<file path="src/adc_regs.svh">
// Register offsets, field positions and reset values of the converter register bank.
// Assumes inclusion by its bare name from design files.
`ifndef ADC_REGS_SVH
`define ADC_REGS_SVH
`define SEL_RESULT 3'h0
`define SEL_STATUS 3'h1
`define SEL_CONFIG 3'h2
`define SEL_LOW 3'h3
`define SEL_HIGH 3'h4
`define SEL_HYST 3'h5
`define SEL_LOWEST 3'h6
`define SEL_HIGHEST 3'h7
`define PTR_RESET 8'h00
`define RESULT_RESET 12'h000
`define STATUS_RESET 2'h0
`define CONFIG_RESET 8'h00
`define LOW_RESET 12'h000
`define HIGH_RESET 12'hFFF
`define HYST_RESET 12'h000
`define LOWEST_RESET 12'hFFF
`define HIGHEST_RESET 12'h000
`define STAT_UNDER_BIT 0
`define STAT_OVER_BIT 1
`define CFG_FLAG_EN_BIT 3
`define CFG_HOLD_BIT 4
`define CFG_RSVD_BIT 1
`define RES_ALERT_BIT 15
`endif

</file>
<file path="src/adc_pkg.sv">
// Types shared by the converter register bank.
// Assumes the register header supplies every number.
package adc_pkg;
    typedef enum logic [1:0] {
        ph_idle,
        ph_pointer,
        ph_data_hi,
        ph_data_lo
    } wr_phase_t;
endpackage : adc_pkg

</file>
<file path="src/limit_if.sv">
// Carries limit settings and a new sample into the alert evaluator.
// Assumes one clock domain shared by all users.
`timescale 1ns/1ps
interface limit_if;
    logic sample_valid;
    logic [11:0] sample;
    logic [11:0] low_value;
    logic [11:0] high_value;
    logic [11:0] hyst_value;
    logic hold;
    logic [1:0] clear_w1;
    logic [1:0] flags;
    modport bank (output sample_valid, sample, low_value, high_value, hyst_value, hold,
                  clear_w1, input flags);
    modport eval (input sample_valid, sample, low_value, high_value, hyst_value, hold,
                  clear_w1, output flags);
endinterface : limit_if

</file>
<file path="src/alert_eval.sv">
// Alert status flags: set by limit violations, cleared by write-one or hysteresis.
// Assumes limits are stable while a sample is judged.
`timescale 1ns/1ps
`include "adc_regs.svh"
module alert_eval (
    input wire logic clock,
    input wire logic rst_b,
    limit_if.eval lim
);
    logic [12:0] high_clear;
    logic [12:0] low_clear;
    logic over_set;
    logic under_set;
    logic over_rel;
    logic under_rel;
    logic [1:0] flags_r;

    // Widened by one bit so the sum never wraps and bit 12 marks a difference below zero
    assign high_clear = {1'b0, lim.high_value} - {1'b0, lim.hyst_value};
    assign low_clear = {1'b0, lim.low_value} + {1'b0, lim.hyst_value};
    assign over_set = lim.sample_valid && (lim.sample > lim.high_value);
    assign under_set = lim.sample_valid && (lim.sample < lim.low_value);
    assign over_rel = lim.sample_valid && !lim.hold && !high_clear[12]
                      && ({1'b0, lim.sample} < high_clear);
    assign under_rel = lim.sample_valid && !lim.hold
                       && ({1'b0, lim.sample} > low_clear);

    // Set wins over any clear arriving in the same cycle
    always_ff @(posedge clock or negedge rst_b) begin
        if (!rst_b) begin
            flags_r <= `STATUS_RESET;
        end else begin
            if (over_set) begin
                flags_r[`STAT_OVER_BIT] <= 1'b1;
            end else if (lim.clear_w1[`STAT_OVER_BIT] || over_rel) begin
                flags_r[`STAT_OVER_BIT] <= 1'b0;
            end
            if (under_set) begin
                flags_r[`STAT_UNDER_BIT] <= 1'b1;
            end else if (lim.clear_w1[`STAT_UNDER_BIT] || under_rel) begin
                flags_r[`STAT_UNDER_BIT] <= 1'b0;
            end
        end
    end
    assign lim.flags = flags_r;
endmodule : alert_eval

</file>
<file path="src/adc_reg_bank.sv">
// Register bank of a 12-bit converter behind a byte-wide two-wire target.
// Assumes a byte framer outside: it marks transaction start, write bytes, read bytes.
`timescale 1ns/1ps
`include "adc_regs.svh"
module adc_reg_bank #(
    parameter int SAMPLE_W = 12
) (
    input wire logic clock,
    input wire logic rst_b,
    input wire logic xfer_start,
    input wire logic wr_byte_valid,
    input wire logic [7:0] wr_byte,
    input wire logic rd_byte_req,
    output logic [7:0] rd_byte_r,
    output logic rd_byte_valid_r,
    output logic conv_start_r,
    input wire logic conv_done,
    input wire logic [SAMPLE_W-1:0] conv_sample,
    input wire logic powerdown,
    output logic alert_active_r
);
    logic [2:0] sel_r;
    adc_pkg::wr_phase_t phase_r;
    logic rd_lo_r;
    logic [7:0] hi_byte_r;
    logic [SAMPLE_W-1:0] result_r;
    logic [7:0] config_r;
    logic [SAMPLE_W-1:0] low_r;
    logic [SAMPLE_W-1:0] high_r;
    logic [SAMPLE_W-1:0] hyst_r;
    logic [SAMPLE_W-1:0] lowest_r;
    logic [SAMPLE_W-1:0] highest_r;
    logic [1:0] flags;
    logic [15:0] word_sel;
    logic [SAMPLE_W-1:0] wr_word;
    logic wr_commit;
    logic wide_sel;
    logic auto_mode;

    limit_if lim ();

    alert_eval u_alert (
        .clock(clock),
        .rst_b(rst_b),
        .lim(lim)
    );

    // Selected register as it reads, used by both read bytes
    function automatic logic [15:0] read_word(input logic [2:0] sel);
        logic [15:0] w;
        w = 16'h0000;
        case (sel)
            `SEL_RESULT: begin
                w[SAMPLE_W-1:0] = result_r;
                w[`RES_ALERT_BIT] = config_r[`CFG_FLAG_EN_BIT] && (|flags);
            end
            `SEL_STATUS: w[1:0] = flags;
            `SEL_CONFIG: w[7:0] = config_r;
            `SEL_LOW: w[SAMPLE_W-1:0] = low_r;
            `SEL_HIGH: w[SAMPLE_W-1:0] = high_r;
            `SEL_HYST: w[SAMPLE_W-1:0] = hyst_r;
            `SEL_LOWEST: w[SAMPLE_W-1:0] = lowest_r;
            `SEL_HIGHEST: w[SAMPLE_W-1:0] = highest_r;
            default: w = 16'h0000;
        endcase
        return w;
    endfunction : read_word

    assign word_sel = read_word(sel_r);
    assign flags = lim.flags;
    assign auto_mode = |config_r[7:5];
    // Status and config are one byte wide; the rest take two bytes, high first
    assign wide_sel = !(sel_r == `SEL_STATUS || sel_r == `SEL_CONFIG);
    assign wr_word = {hi_byte_r[SAMPLE_W-9:0], wr_byte};
    // A transaction start outranks a byte in the same cycle
    assign wr_commit = wr_byte_valid && !xfer_start && ((phase_r == adc_pkg::ph_data_lo)
                       || (phase_r == adc_pkg::ph_data_hi && !wide_sel));

    // Write byte sequencing
    always_ff @(posedge clock or negedge rst_b) begin
        if (!rst_b) begin
            phase_r <= adc_pkg::ph_idle;
            sel_r <= 3'(`PTR_RESET);
            hi_byte_r <= 8'h00;
        end else if (xfer_start) begin
            phase_r <= adc_pkg::ph_pointer;
        end else if (wr_byte_valid) begin
            case (phase_r)
                adc_pkg::ph_pointer: begin
                    sel_r <= wr_byte[2:0];
                    phase_r <= adc_pkg::ph_data_hi;
                end
                adc_pkg::ph_data_hi: begin
                    hi_byte_r <= wr_byte;
                    phase_r <= wide_sel ? adc_pkg::ph_data_lo : adc_pkg::ph_data_hi;
                end
                adc_pkg::ph_data_lo: phase_r <= adc_pkg::ph_data_hi;
                default: phase_r <= adc_pkg::ph_idle;
            endcase
        end
    end

    // Writable registers; result is never written by the host
    always_ff @(posedge clock or negedge rst_b) begin
        if (!rst_b) begin
            config_r <= `CONFIG_RESET;
            low_r <= `LOW_RESET;
            high_r <= `HIGH_RESET;
            hyst_r <= `HYST_RESET;
        end else if (powerdown) begin
            config_r <= `CONFIG_RESET;
            low_r <= `LOW_RESET;
            high_r <= `HIGH_RESET;
            hyst_r <= `HYST_RESET;
        end else if (wr_commit) begin
            case (sel_r)
                `SEL_CONFIG: config_r <= wr_byte & ~(8'h01 << `CFG_RSVD_BIT);
                `SEL_LOW: low_r <= wr_word;
                `SEL_HIGH: high_r <= wr_word;
                `SEL_HYST: hyst_r <= wr_word;
                default: config_r <= config_r;
            endcase
        end
    end

    // Result and running extremes follow each finished conversion
    always_ff @(posedge clock or negedge rst_b) begin
        if (!rst_b) begin
            result_r <= `RESULT_RESET;
            lowest_r <= `LOWEST_RESET;
            highest_r <= `HIGHEST_RESET;
        end else if (powerdown) begin
            result_r <= `RESULT_RESET;
            lowest_r <= `LOWEST_RESET;
            highest_r <= `HIGHEST_RESET;
        end else begin
            if (conv_done) begin
                result_r <= conv_sample;
            end
            // Host write loses to a same-cycle sample that sets a new extreme, so no extreme is missed
            if (conv_done && conv_sample < lowest_r) begin
                lowest_r <= conv_sample;
            end else if (wr_commit && sel_r == `SEL_LOWEST) begin
                lowest_r <= wr_word;
            end
            if (conv_done && conv_sample > highest_r) begin
                highest_r <= conv_sample;
            end else if (wr_commit && sel_r == `SEL_HIGHEST) begin
                highest_r <= wr_word;
            end
        end
    end

    assign lim.sample_valid = conv_done;
    assign lim.sample = conv_sample;
    assign lim.low_value = low_r;
    assign lim.high_value = high_r;
    assign lim.hyst_value = hyst_r;
    assign lim.hold = config_r[`CFG_HOLD_BIT];
    // Bits 7:2 of a status write are ignored
    assign lim.clear_w1 = (wr_commit && sel_r == `SEL_STATUS) ? wr_byte[1:0] : 2'b00;

    // Read bytes, high byte first; the next transaction restarts at the high byte
    always_ff @(posedge clock or negedge rst_b) begin
        if (!rst_b) begin
            rd_byte_r <= 8'h00;
            rd_byte_valid_r <= 1'b0;
            rd_lo_r <= 1'b0;
            conv_start_r <= 1'b0;
        end else begin
            rd_byte_valid_r <= rd_byte_req;
            conv_start_r <= 1'b0;
            if (xfer_start) begin
                rd_lo_r <= 1'b0;
            end else if (rd_byte_req) begin
                if (!wide_sel) begin
                    rd_byte_r <= word_sel[7:0];
                end else if (!rd_lo_r) begin
                    rd_byte_r <= word_sel[15:8];
                    rd_lo_r <= 1'b1;
                end else begin
                    rd_byte_r <= word_sel[7:0];
                    rd_lo_r <= 1'b0;
                    // Completed result read launches the next sample unless automatic mode is set
                    conv_start_r <= (sel_r == `SEL_RESULT) && !auto_mode;
                end
            end
        end
    end

    always_ff @(posedge clock or negedge rst_b) begin
        if (!rst_b) begin
            alert_active_r <= 1'b0;
        end else begin
            alert_active_r <= |flags;
        end
    end
endmodule : adc_reg_bank

</file>
<file path="config.mk">
export PLATFORM = sky130hd
export DESIGN_NAME = adc_reg_bank
export DESIGN_NICKNAME = d
export VERILOG_FILES = /design/src/adc_pkg.sv /design/src/limit_if.sv /design/src/alert_eval.sv /design/src/adc_reg_bank.sv
export VERILOG_INCLUDE_DIRS = /design/src /design/src/src
export SDC_FILE = /design/constraint.sdc
export NUM_CORES = 1
export LEC_CHECK = 0
export BUFFER_PORTS_ARGS = -buffer_cell sky130_fd_sc_hd__buf_2
export CAP_MARGIN = 5
export CORE_UTILIZATION = 39
export CTS_CLUSTER_DIAMETER = 40
export CTS_CLUSTER_SIZE = 12
export DETAILED_ROUTE_END_ITERATION = 16
export SYNTH_ARGS = -nofsm -noshare
export SYNTH_HDL_FRONTEND = slang
export SYNTH_SLANG_ARGS = --single-unit
</file>
<file path="constraint.sdc">
create_clock -name clock -period 3.55 [get_ports clock]
set_input_delay 0.5325 -clock clock [delete_from_list [all_inputs] [get_ports clock]]
set_output_delay 0.5325 -clock clock [all_outputs]
set_load 0.1 [all_outputs]
</file>
==> results.json <==
{
  "vias": 6462,
  "wl_mm": 24.4,
  "area_growth_pct": 9.52,
  "synth_top_area_cell": "dfrtp_1",
  "hold_buffers": 0,
  "drt-initial-drc-count": 503,
  "status": "completed",
  "dp_cells": 1108,
  "min_period_ns": 3.36,
  "setup_viol": 0,
  "diodes": 0,
  "min_path_type": "input pin to async pin",
  "grt_pass1_vias": 6160,
  "ys_types": 73,
  "crit_fanout": 4,
  "worst_setup_path_start_kind": "flip-flop",
  "remaining_drc_errors": 0,
  "crit_path_end_kind": "flip-flop",
  "grt_max_degree": 92,
  "initial_utilization": 0.401,
  "post-route-period-util": 0.947,
  "hold_viol": 0,
  "worst_slew_pin_slew_ns": 1.11,
  "setup_slack_ns": 0.187,
  "overflow": 0,
  "post-place-ws_ns": 0.0735,
  "place.gp.congestion": 0.950,
  "final_cell_count_no_fill": 1124,
  "die_area_um2": 20700,
  "cap_viol_max_count": 0,
  "wl_met1_mm": 10.9,
  "relSlewSlack": 0.257,
  "cts_root_buf": "clkbuf_16",
  "clk_pin_slew_worst_paths_ns": 0.07,
  "crit_arrival_ns": 3.66,
  "ys_seq_area_frac": 0.329,
  "yosysWarningCount": 0,
  "ys_seq_elements": 102,
  "die_h_um": 144,
  "final_core_util": 0.439,
  "fin_skew_ns": 0.0106,
  "grt_first_pass_wirelength_mm": 36.8,
  "critPathRequiredTime_ns": 3.84,
  "final_area_um2": 8610,
  "clk_latency_ns": 0.36,
  "dp_hpwl_mm": 18.0,
  "synthFlopType": "dfrtp_1",
  "portBuffers": 37,
  "async_flop_share": 1.00,
  "cts_setup_buffers": 0,
  "postRouteAntennaNets": 0,
  "synthTopCellsByArea": "dfrtp_1 (25%), ha_1 (15%), dfstp_2 (8.0%)",
  "antenna_found_initial": 0,
  "wl_met2_mm": 11.4,
  "layout.filler_cells": 1927,
  "clock_sinks": 102,
  "rows": 51,
  "synth_edf_count": 0,
  "netlist_area_um2": 7860,
  "timing.fmax_mhz": 297,
  "top_layer": "met4",
  "powerDensity_nw_per_um2": 409,
  "via_per_inst": 5.75,
  "p_leak_uw": 0.00391,
  "drive_above_1_share": 0.157,
  "first_pass_iters": 5,
  "numCtsBuffers": 9,
  "routedWlPerCell_um": 21.7,
  "nets": 976,
  "syn-num-nets": 953,
  "yosysTopAreaCellShare": 0.248,
  "met3_length_mm": 1.57,
  "slew_viol_final": 0,
  "hold_ws_ns": 0.168,
  "syn_inst": 831,
  "syn_avg_cell_area_um2": 9.46,
  "h-tree-depth": 3,
  "top_level_ports": 38,
  "cts_tree": "built",
  "clock_path_buffers": 2,
  "core_um2": 19600,
  "critPathKind": "flip-flop to flip-flop",
  "place_area_um2": 8290,
  "grt_use_total": 0.247,
  "ir_drop_uv": 278,
  "die_w_um": 144
}
[metrics by stage]
step	total power, uW	setup TNS (ns)
finish	3520	0
global route	3680	-0.0257
CTS	3540	0
detailed placement	2540	0
global placement	2530	0
floorplan	2190	0
[state kept, by name, indices dropped and copies added, names as in the netlist]
name               count
config_r               7
hyst_r                12
high_r                12
alert_active_r         1
phase_r                2
rd_byte_valid_r        1
highest_r             12
lim.low_value         12
hi_byte_r              4
result_r              12
rd_byte_r              8
u_alert.lim.flags      2
sel_r                  3
conv_start_r           1
rd_lo_r                1
lowest_r              12
[path summary, 6_finish.rpt]
kind / cells after the start / slack, ns / endpoint / startpoint
worst max register to register: 14 / 0.19 / u_alert.lim.flags[0] / hyst_r[1]
worst min register to register: 1 / 0.48 / rd_byte_r[3] / rd_byte_r[3]
worst min-delay path: 1 / 0.17 / hyst_r[9] / rst_b
min in group clock: 1 / 0.31 / rd_byte_valid_r / rd_byte_req
max in group asynchronous: 2 / 2.61 / lowest_r[6] / rst_b
worst max-delay path: 14 / 0.19 / u_alert.lim.flags[0] / hyst_r[1]
[timing repair]
item	4_1_cts	5_1_grt
endpoints found under the hold margin	0	0
resized for setup	0	8
setup endpoints to repair	0	1
[cell type report]
type | instances | area, um^2 | share of cell area
tap | 265 | 332 | 0.0385
inverter | 67 | 251 | 0.0292
clock buffer | 12 | 258 | 0.0299
timing repair buffer | 52 | 315 | 0.0366
sequential | 102 | 2580 | 0.300
multi-input combinational | 622 | 4840 | 0.562
clock inverter | 4 | 27.5 | 0.00320
[worst max-delay path, stage by stage, from the launching register on]
cell	delay [ns]
dfrtp_1	0.39
inv_1	0.13
fa_1	0.47
nor2b_1	0.20
o21ai_2	0.09
o21ai_2	0.22
o41ai_4	0.12
o21ai_1	0.17
xnor2_1	0.14
ha_1	0.27
a211o_1	0.30
a2111oi_2	0.36
o31ai_1	0.13
o311ai_1	0.09
a32o_1	0.21
[metal layers]
metal,global-route usage,up-vias
li1,-,3044
met1,0.333,3166
met2,0.396,208
met3,0.0477,44
met4,0.0767,0
met5,0,-
[cell usage after synthesis (all sizes together) (2+ instances only)]
master   number
nand2        36
a22oi         2
buf          25
inv          67
nand2b       12
o31ai         6
a211oi       29
nor2b         9
o2111ai       2
a21oi        48
o32ai         2
dfrtp        78
a2111oi       2
nor4b         2
o21bai        2
and2          2
nand3b        4
or2           2
fa            2
and3          4
clkbuf       15
o41ai         5
mux2i        63
a221o         2
o21a          7
nand3         5
dfstp        24
nor3         23
o311ai        3
xor2         15
o21ai        35
a211o        14
a221oi        6
nand4        12
mux4         10
xnor2         5
o211ai        7
mux2          6
nor2        117
a31oi         4
a21o         10
ha           93
[cell families (layout without fill, tap and decap cells)]
family / Yosys count / count (layout) / share of synthesized area
flops: 102 / 102 / 0.329
mux: 79 / 79 / 0.117
fa+ha+maj: 95 / 95 / 0.153
buf+inv: 107 / 135 / 0.0600
xor+xnor: 20 / 20 / 0.0223
simple gates: 232 / 232 / 0.139
compound gates: 196 / 196 / 0.180
[layout by cell type (no fill, tap or decap), types with 7 or more instances in the layout]
master,instances
nor2_1,115
dfstp_2,24
a21o_1,10
nand2b_1,12
mux4_2,10
o21a_1,7
a21oi_1,47
buf_2,35
nor3_1,22
buf_4,16
clkbuf_16,10
xor2_1,15
mux2i_1,63
inv_1,67
nor2b_1,8
nand2_1,36
o21ai_0,31
nand4_1,12
ha_1,93
a211oi_2,10
dfrtp_1,78
a211oi_1,19
a211o_1,14
[power breakdown]
part,switching (uW),internal (uW),total (uW)
Clock,467,523,989
Sequential,125,1270,1390
Combinational,793,346,1140
Note: power is estimated with default switching activity, not from simulation.
